<file path="src/adccc_map.svh">
// Constants of the converter control block
// What this block does
// - Select four single-ended, one pair, three-vs-fourth
// - Input selection is three-bit configuration field
// - Single-ended: negative input switched to ground
// - Six gains with matching full-scale ranges
// - Gain selection is three-bit configuration field
// - Gainless variant always uses 2.048V range
// - Result is 16-bit twos-complement value
// - Results saturate at 7FFFh and 8000h
// - Zero codes 0, steps code 0001h/FFFFh
// - Continuous: store result, restart at once
// - Single-shot idles until start bit written
// - Start bit reads 0 while converting
// - Done: start bit returns 1, power down
// - Start write during conversion is ignored
// - Power-up reset restores configuration defaults
// - General call reset equals power-on reset
// - Continuous repeats at rate; read latest result
`ifndef ADCCC_MAP_SVH
`define ADCCC_MAP_SVH

// ----------------------------------------
// Reset values
// ----------------------------------------
`define ADCCC_MUX_RST    3'h0
`define ADCCC_GAIN_RST   3'h2
`define ADCCC_RATE_RST   3'h4
`define ADCCC_RESULT_RST 16'h0000

// ----------------------------------------
// Codes
// ----------------------------------------
`define ADCCC_POS_CLIP   16'h7fff
`define ADCCC_NEG_CLIP   16'h8000
`define ADCCC_GAIN_FIXED 3'h2
`define ADCCC_GAIN_MAX   3'h5

// ----------------------------------------
// Timing
// ----------------------------------------
`define ADCCC_CLK_HZ     25000000

`endif

</file>
<file path="src/adccc_pkg.sv">
// Types of the converter control block
package adccc_pkg;

    // Analog switch setting presented to the front end
    typedef struct packed {
        logic [1:0] pos_sel;   // Positive input index 0..3
        logic [1:0] neg_sel;   // Negative input index 0..3
        logic       neg_gnd;   // Negative input tied to ground
    } adccc_route_t;

    // Configuration fields
    typedef struct packed {
        logic [2:0] mux;       // Input selection
        logic [2:0] gain;      // Gain selection
        logic [2:0] rate;      // Data rate selection
        logic       single;    // 1: single-shot, 0: continuous
    } adccc_cfg_t;

    typedef enum logic [2:0] {
        ADCCC_IDLE = 3'b001,
        ADCCC_CONV = 3'b010,
        ADCCC_DONE = 3'b100
    } adccc_state_t;

endpackage

</file>
<file path="src/adccc_ctrl.sv">
// Converter conversion control, routing and result formatting
`timescale 1ns/1ps
`include "adccc_map.svh"

module adccc_ctrl #(
    parameter int HAS_GAIN   = 1,        // 0 for the gainless variant
    parameter int RAW_W      = 24,       // Width of raw filter output
    parameter int BASE_TICKS = 3125000   // One less than the cycles per conversion at slowest rate
) (
    input  wire logic                    clk,          // 25 MHz clock
    input  wire logic                    rst_n,        // Power-on reset, active low
    input  wire logic                    gencall_rst,  // General call reset pulse
    input  wire logic                    cfg_we,       // Configuration write strobe
    input  wire adccc_pkg::adccc_cfg_t   cfg_wdata,    // Configuration write data
    input  wire logic                    start_wr,     // Start bit written as 1
    input  wire logic signed [RAW_W-1:0] raw_data,     // Raw filter result
    output adccc_pkg::adccc_cfg_t        cfg,          // Current configuration
    output logic                         start_status_bit, // 1 idle/done, 0 converting
    output logic [15:0]                  result,       // Latest result, twos complement
    output logic                         result_valid, // One-cycle pulse on new result
    output adccc_pkg::adccc_route_t      route,        // Switch setting for conversion
    output logic [2:0]                   gain_stage,   // Gain applied this conversion
    output logic                         powered_down, // Front end shut down
    output logic                         conv_active   // Modulator running
);

    // ----------------------------------------
    // Types and state
    // ----------------------------------------
    adccc_pkg::adccc_state_t state;
    adccc_pkg::adccc_state_t next_state;
    logic [31:0] tick;
    logic [31:0] conv_len;
    logic        soft_rst;
    logic        conv_end;
    logic        begin_conv;
    logic [15:0] next_result;

    assign soft_rst = gencall_rst;

    // ----------------------------------------
    // Configuration register
    // ----------------------------------------
    // defaults on either reset
    always_ff @(posedge clk or negedge rst_n) begin
        if (!rst_n) begin
            cfg <= '{mux: `ADCCC_MUX_RST, gain: `ADCCC_GAIN_RST, rate: `ADCCC_RATE_RST, single: 1'b1};
        end else if (soft_rst) begin
            cfg <= '{mux: `ADCCC_MUX_RST, gain: `ADCCC_GAIN_RST, rate: `ADCCC_RATE_RST, single: 1'b1};
        end else if (cfg_we) begin
            cfg <= cfg_wdata;
        end
    end

    // ----------------------------------------
    // Sequencer
    // ----------------------------------------
    // Conversion length halves with each rate step
    assign conv_len = (BASE_TICKS >> cfg.rate) + 32'h1;
    assign conv_end = (state == adccc_pkg::ADCCC_CONV) && (tick == 32'h0);
    assign begin_conv = (state == adccc_pkg::ADCCC_IDLE) &&
                        (!cfg.single || start_wr);

    always_comb begin
        next_state = state;
        unique case (state)
            adccc_pkg::ADCCC_IDLE: begin
                if (begin_conv) begin
                    next_state = adccc_pkg::ADCCC_CONV;
                end
            end
            adccc_pkg::ADCCC_CONV: begin
                if (conv_end) begin
                    next_state = cfg.single ? adccc_pkg::ADCCC_DONE : adccc_pkg::ADCCC_CONV;
                end
            end
            adccc_pkg::ADCCC_DONE: begin
                next_state = adccc_pkg::ADCCC_IDLE;
            end
            default: begin
                next_state = adccc_pkg::ADCCC_IDLE;
            end
        endcase
    end

    always_ff @(posedge clk or negedge rst_n) begin
        if (!rst_n) begin
            state <= adccc_pkg::ADCCC_IDLE;
        end else if (soft_rst) begin
            state <= adccc_pkg::ADCCC_IDLE;
        end else begin
            state <= next_state;
        end
    end

    always_ff @(posedge clk or negedge rst_n) begin
        if (!rst_n) begin
            tick <= 32'h0;
        end else if (soft_rst) begin
            tick <= 32'h0;
        end else if (begin_conv || (conv_end && !cfg.single)) begin
            tick <= conv_len - 32'h1;
        end else if (state == adccc_pkg::ADCCC_CONV) begin
            tick <= tick - 32'h1;
        end
    end

    // ----------------------------------------
    // Routing latched per conversion
    // ----------------------------------------
    // fields sampled only at conversion start
    always_ff @(posedge clk or negedge rst_n) begin
        if (!rst_n) begin
            route      <= '0;
            gain_stage <= `ADCCC_GAIN_RST;
        end else if (soft_rst) begin
            // General call returns the switches to their power-on setting
            route      <= '0;
            gain_stage <= `ADCCC_GAIN_RST;
        end else if (begin_conv || (conv_end && !cfg.single)) begin
            unique case (cfg.mux)
                3'h0: route <= '{pos_sel: 2'h0, neg_sel: 2'h1, neg_gnd: 1'b0};
                3'h1: route <= '{pos_sel: 2'h0, neg_sel: 2'h3, neg_gnd: 1'b0};
                3'h2: route <= '{pos_sel: 2'h1, neg_sel: 2'h3, neg_gnd: 1'b0};
                3'h3: route <= '{pos_sel: 2'h2, neg_sel: 2'h3, neg_gnd: 1'b0};
                3'h4: route <= '{pos_sel: 2'h0, neg_sel: 2'h0, neg_gnd: 1'b1};
                3'h5: route <= '{pos_sel: 2'h1, neg_sel: 2'h0, neg_gnd: 1'b1};
                3'h6: route <= '{pos_sel: 2'h2, neg_sel: 2'h0, neg_gnd: 1'b1};
                3'h7: route <= '{pos_sel: 2'h3, neg_sel: 2'h0, neg_gnd: 1'b1};
            endcase
            // gain choice, fixed without gain stage
            if (HAS_GAIN == 0) begin
                gain_stage <= `ADCCC_GAIN_FIXED;
            end else if (cfg.gain > `ADCCC_GAIN_MAX) begin
                gain_stage <= `ADCCC_GAIN_MAX;
            end else begin
                gain_stage <= cfg.gain;
            end
        end
    end

    // ----------------------------------------
    // Result formatting
    // ----------------------------------------
    // clip to 16-bit twos complement
    always_comb begin
        if (raw_data > $signed({{(RAW_W-16){1'b0}}, `ADCCC_POS_CLIP})) begin
            next_result = `ADCCC_POS_CLIP;
        end else if (raw_data < $signed({{(RAW_W-16){1'b1}}, `ADCCC_NEG_CLIP})) begin
            next_result = `ADCCC_NEG_CLIP;
        end else begin
            next_result = raw_data[15:0];
        end
    end

    always_ff @(posedge clk or negedge rst_n) begin
        if (!rst_n) begin
            result       <= `ADCCC_RESULT_RST;
            result_valid <= 1'b0;
        end else if (soft_rst) begin
            result       <= `ADCCC_RESULT_RST;
            result_valid <= 1'b0;
        end else begin
            result_valid <= conv_end;
            if (conv_end) begin
                result <= next_result;
            end
        end
    end

    // ----------------------------------------
    // Status outputs
    // ----------------------------------------
    // start bit low only while converting
    always_ff @(posedge clk or negedge rst_n) begin
        if (!rst_n) begin
            start_status_bit <= 1'b1;
            powered_down     <= 1'b1;
            conv_active      <= 1'b0;
        end else if (soft_rst) begin
            start_status_bit <= 1'b1;
            powered_down     <= 1'b1;
            conv_active      <= 1'b0;
        end else begin
            start_status_bit <= (next_state != adccc_pkg::ADCCC_CONV);
            powered_down     <= (next_state != adccc_pkg::ADCCC_CONV) && cfg.single;
            conv_active      <= (next_state == adccc_pkg::ADCCC_CONV);
        end
    end

endmodule

</file>
<file path="config.mk">
export PLATFORM = sky130hd
export DESIGN_NAME = adccc_ctrl
export DESIGN_NICKNAME = d
export VERILOG_FILES = /design/src/adccc_pkg.sv /design/src/adccc_ctrl.sv
export VERILOG_INCLUDE_DIRS = /design/src
export SDC_FILE = /design/constraint.sdc
export NUM_CORES = 1
export LEC_CHECK = 0
export ABC_AREA = 1
export BUFFER_PORTS_ARGS = -buffer_cell sky130_fd_sc_hd__buf_2
export CORE_ASPECT_RATIO = 1.75
export CORE_UTILIZATION = 45
export DETAILED_ROUTE_END_ITERATION = 10
export PLACE_DENSITY = 0.71
export RECOVER_POWER = 50
export SYNTH_ARGS = -nofsm -noshare
export SYNTH_HDL_FRONTEND = slang
export SYNTH_SLANG_ARGS = --single-unit
</file>
<file path="constraint.sdc">
create_clock -name clk -period 1.8 [get_ports clk]
set_input_delay 0.09 -clock clk [delete_from_list [all_inputs] [get_ports clk]]
set_output_delay 0.09 -clock clk [all_outputs]
set_load 0.02 [all_outputs]
</file>
# ---- Word-level counts from Yosys, hierarchy flattened
# Memories as Yosys holds them, arrays and structs flattened.
# Cells that the tools add are included.
dict set report totals {
  ff_bits 73
  romBits 40
  in_bits 39
  output_inout_bits 38
  word_cells 62
  n_memories 1
}
dict set report op_classes {
  add_sub_neg 3
  n_lt_le_gt_ge 3
  eq_ne 4
  shifts 1
  n_mux 23
  n_reduce_logical 12
}
# memory depth word_bits rd rd_ports_with_merged_regs wr line
set memory_table {}
lappend memory_table {{(no name shown)} 8 5 1 0 0 adccc_ctrl.sv:121} ;# unique case (cfg.mux)
# op n
set op_table {}
lappend op_table {{$mux W32} 3}
lappend op_table {{$mux W16} 4}
lappend op_table {{$sub A32 B1 Y32 const B} 2}
lappend op_table {{$add A32 B1 Y32 const B} 1}
lappend op_table {{$logic_not A32 Y1} 1}
lappend op_table {{$shr A22 B3 Y32 const A} 1}
lappend op_table {{$gt A24 B16 Y1 const B} 1}
lappend op_table {{$lt A24 B16 Y1 const B} 1}
lappend op_table {{$mux W3} 7}
lappend op_table {{$mux W10} 2}
lappend op_table {{$mux W5} 2}
lappend op_table {{$eq A3 B2 Y1 const B} 2}
lappend op_table {{$pmux W3 S2} 1}
lappend op_table {{$reduce_bool A2 Y1} 3}
lappend op_table {{$logic_and A1 B1 Y1} 4}
lappend op_table {{$mux W1} 4}
lappend op_table {{$eq A3 B1 Y1 const B} 1}
lappend op_table {{$gt A3 B3 Y1 const B} 1}
lappend op_table {{$ne A3 B2 Y1 const B} 1}
lappend op_table {{$reduce_bool A3 Y1} 1}
lappend op_table {{$logic_or A1 B1 Y1} 2}
lappend op_table {{$logic_not A1 Y1} 1}

# ---- Longest topological paths before layout
dict set report depth {
  depth_word 8
  depth_mapped 12
  depth_no_buf 11
}

# ---- Worst setup path after synthesis
# Ideal clock, no wire load.
dict set report synth_timing {
  path_kind {register to register}
  start {reg cfg[0] (netlist bit)}
  end {reg tick[12]}
  setup_ns 0.117
  arrival_ns 1.583
  t_required_ns 1.683
  setup_slack_ns 0.100
  stages_incl_launch_ff 7
  n_path_buf 1
  period_less_slack_ns 1.700
  path_cell_list {dfstp_2 inv_1 o21ai_2 clkbuf_1 nand3_1 nand3_1 nand2_1}
}
dict set report synth_via {
  elab_chain_len 6
}
# item line
set synth_rtl {}
lappend synth_rtl {{from (decl)} adccc_ctrl.sv:17} ;# output adccc_pkg::adccc_cfg_t cfg,
lappend synth_rtl {{from (signal assigned)} adccc_ctrl.sv:47} ;# cfg <= '{mux: `ADCCC_MUX_RST, gain: `ADCCC_GAIN_RST, rate: `ADCCC_RATE_RST, single: 1'b1};
lappend synth_rtl {{from (signal assigned)} adccc_ctrl.sv:49} ;# cfg <= '{mux: `ADCCC_MUX_RST, gain: `ADCCC_GAIN_RST, rate: `ADCCC_RATE_RST, single: 1'b1};
lappend synth_rtl {{from (signal assigned)} adccc_ctrl.sv:51} ;# cfg <= cfg_wdata;
lappend synth_rtl {{$logic_not A1 Y1 (*)} {adccc_ctrl.sv:62, adccc_ctrl.sv:101}}
lappend synth_rtl {{$logic_or A1 B1 Y1} adccc_ctrl.sv:62} ;# (!cfg.single || start_wr);
lappend synth_rtl {{$logic_and A1 B1 Y1} adccc_ctrl.sv:61} ;# assign begin_conv = (state == adccc_pkg::ADCCC_IDLE) &&
lappend synth_rtl {{$logic_or A1 B1 Y1 (*)} adccc_ctrl.sv:101} ;# end else if (begin_conv || (conv_end && !cfg.single)) begin
lappend synth_rtl {{$mux W32} adccc_ctrl.sv:101}
lappend synth_rtl {{$mux W32} adccc_ctrl.sv:99} ;# end else if (soft_rst) begin
lappend synth_rtl {{to (signal assigned)} adccc_ctrl.sv:102} ;# tick <= conv_len - 32'h1;
lappend synth_rtl {{to (signal assigned)} adccc_ctrl.sv:104} ;# tick <= tick - 32'h1;
lappend synth_rtl {{to (decl)} adccc_ctrl.sv:32} ;# logic [31:0] tick;
# Every way passes the cells marked *; elsewhere a longest branch is shown, timed or not.
# A chain may end at the register's enable or synchronous reset.

# ---- Final worst setup path
dict set report layout_timing {
  start {reg tick[0]}
  end {reg tick[27]}
}
dict set report layout_via {
  elab_chain_len 6
}
# item
set layout_rtl {}
lappend layout_rtl {{branches (longest 6 deep; another with $sub A32 B1 Y32)}}
# Parallel ways; which one is timed is not known. The select of a mux whose other input is x is not followed.

==> results.yml <==
floorplan:
  fp-row-count: 47
  die_area_mm2: 0.0102
  die_y_um: 133
  io_pins: 77
  die_w_um: 76.7
  start_util: 0.464
  fp.coreArea_mm2: 0.00947
detailed_routing:
  drc: 0
  num_vias: 4818
  drt_iter0_markers: 243
  drtPass1Iterations: 5
  routed_wl_um: 13400
  wl_per_cell_um: 14.9
  antenna_left: 0
  avgViaCountPerCell: 5.37
setup_path:
  r2r_cells: 9
  cp-endpoint: "tick[27]"
  ff2ff_setup_slack_ns: -0.07
  worst_r2r_endpoint: "tick[27]"
  critPathCaptureType: "flop"
  crit_fanout: 5
  cp-startpoint: "tick[0]"
  crit_path_start_kind: "flop"
  worst_ep_required_time_ns: 2.03
  reg2reg_from: "tick[0]"
  path_class: "reg -> reg"
  arrival_ns: 2.09
logic_synthesis:
  async_reset_ff_frac: 1.00
  synth_cells: 627
  synth_edf_count: 0
  ys_warn_count: 0
  ys.flop_type: "dfrtp_1"
  syn-cell-area_mm2: 0.00439
  syn_avg_cell_area_um2: 7.00
  ys_types: 35
  ys_seq_area_frac: 0.418
  syn_nets: 668
  ys_seq_elements: 73
global_routing:
  met2_usage: 0.465
  grt_use_met1: 0.270
  grt_busiest_layer: "met2"
  grt_max_degree: 74
  grt_pass1_vias: 4579
  grt_pass1_wl_um: 20600
  antenna_found_initial: 0
  overflow: 0
  grt_usage: 0.254
  grtUsageMet3: 0.0359
flow_run:
  maxCapViolCount: 0
final_layout:
  fin_nets: 811
  fin_util: 0.626
  mostFrequentLayoutCells: "219 x nand2_1, 91 x nand3_1, 72 x buf_2, 66 x buf_4, 65 x dfrtp_1"
  area_growth_pct: 35.0
  final_common_cell: "nand2_1"
  fill_cells: 847
  layout-drive-gt1-share: 0.295
  finalNonFillerCells: 897
  antennaDiodeCount: 0
sta:
  hold_violations: 0
  slew_viol_final: 0
  fmax_mhz: 535
  setup_viol_count_final: 7
  finalCritPeriodShare: 1.04
  worstMarginPinSlew_ns: 1.03
  rsz0062_at_grt: "yes"
  fin_crit_ns: 1.87
  setup_tns_ns: -0.229
  finalWorstSetupSlack_ns: -0.0682
  skew_ns: 0.00695
  relSlewSlack: 0.315
clocking:
  clk_latency_ns: 0.33
  clk_pin_slew_worst_paths_ns: 0.06
  cts_num_sinks: 73
  clk_path_buf_depth: 2
  cts_buffers: 9
  h-tree-depth: 3
  cts_tree: "built"
  root_buffer: "clkbuf_16"
worst_hold_path:
  min_path_cells: 3
  min_path_type: "in -> reg"
place:
  dp_cells: 863
  dp.final_hpwl_um: 9240
  portBuffers: 76
  place_congestion: 0.897
power:
  p_leak_nw: 3.22
  power_density_mw_per_mm2: 1060
  ir_worst_vdd_mv: 0.614
outcome:
  status: "finished, violations left"
  failed_checks: "setup timing"
## how the worst min path moves through the flow
stage / from / end
after floorplan: rst_n / cfg[1]
after detailed placement: rst_n / cfg[6]
after global routing: cfg_wdata[6] / cfg[6]
after CTS: cfg_wdata[7] / cfg[7]
final: cfg_wdata[7] / cfg[7]
after global placement: rst_n / cfg[4]
## per-stage QoR
step                cell area, um2  hold WS (ns)  setup WS, ns  total power [mW]
floorplan                     4390        -0.206         0.100              3.27
global placement              5300         0.145        -0.163              4.04
detailed placement            5300         0.155        -0.240              4.09
CTS                           5700     0.0000411      0.000925              5.98
global route                  5930      -0.00136        -0.109              6.59
finish                        5930       0.00755       -0.0682              6.29
## critical path: stages (launching register included)
cell and delay, ns:
dfrtp_1 0.39, buf_4 0.15, nor2_1 0.24, nand2_2 0.18, nor2_4 0.20, nand4_1 0.24
inv_2 0.16, nand3_1 0.09, nand2_1 0.08, nor2_1 0.04
## repair_timing
action                     4_1_cts  5_1_grt
hold endpoints to repair        71        0
buffers inserted                 0        9
resized for setup                7       48
cloned                           0        3
hold buffers                     6        0
pin swaps                        1       18
setup endpoints to repair       30       58
## synthesized netlist by cell type (2+ instances only)
master,number,share of area
nand3_4,2,0.0080
a21oi_1,10,0.011
nor2_1,57,0.049
buf_4,4,0.0068
o21ai_2,6,0.012
buf_1,2,0.0017
inv_2,3,0.0026
nor3_1,9,0.010
dfrtp_1,66,0.38
clkbuf_1,10,0.0085
xnor2_1,6,0.012
o21ai_0,15,0.017
ha_1,2,0.0057
buf_2,5,0.0057
buf_6,4,0.010
nand2_2,3,0.0043
a21o_1,2,0.0034
nand3_1,94,0.11
dfstp_2,7,0.042
nand4_1,14,0.020
nor2_4,5,0.013
nor2_2,5,0.0071
nor4_1,4,0.0057
nand2_1,230,0.20
xor2_1,3,0.0060
inv_1,50,0.043
## registers in the layout, indices dropped and copies added (netlist names)
name	cells
tick	32
result	16
cfg	10
route	5
gain_stage	3
state	3
conv_active	1
powered_down	1
result_valid	1
start_status_bit	1
## power by group
part | leakage, nW | switching (mW) | internal (mW)
Clock | 0.145 | 0.719 | 1.11
Combinational | 2.10 | 1.53 | 1.03
Sequential | 0.973 | 0.114 | 1.78
## logic make-up (layout without fill, tap and decap cells)
group,count (synthesis),count (layout),share of synthesized area
simple gates,427,429,0.429
buf+inv,79,225,0.0792
flops,73,73,0.418
compound gates,37,37,0.0501
xor+xnor,9,9,0.0179
fa+ha+maj,2,2,0.00570
## area by class of cell
cell class / instances / area (um2) / area share
Clock inverter: 6 / 67.6 / 0.0114
Multi-Input combinational cell: 477 / 2380 / 0.401
Timing Repair Buffer: 155 / 1050 / 0.176
Inverter: 54 / 208 / 0.0350
Clock buffer: 10 / 239 / 0.0403
Tap cell: 122 / 153 / 0.0257
Sequential cell: 73 / 1840 / 0.310
## metal layers
| metal | vias to the layer above | routed length [um] |
|---|---|---|
| li1 | 2301 | - |
| met4 | 0 | 728 |
| met5 | - | 0 |
| met3 | 58 | 697 |
| met2 | 218 | 7200 |
| met1 | 2241 | 4760 |
No activity file was read; power rests on OpenSTA's default activity.
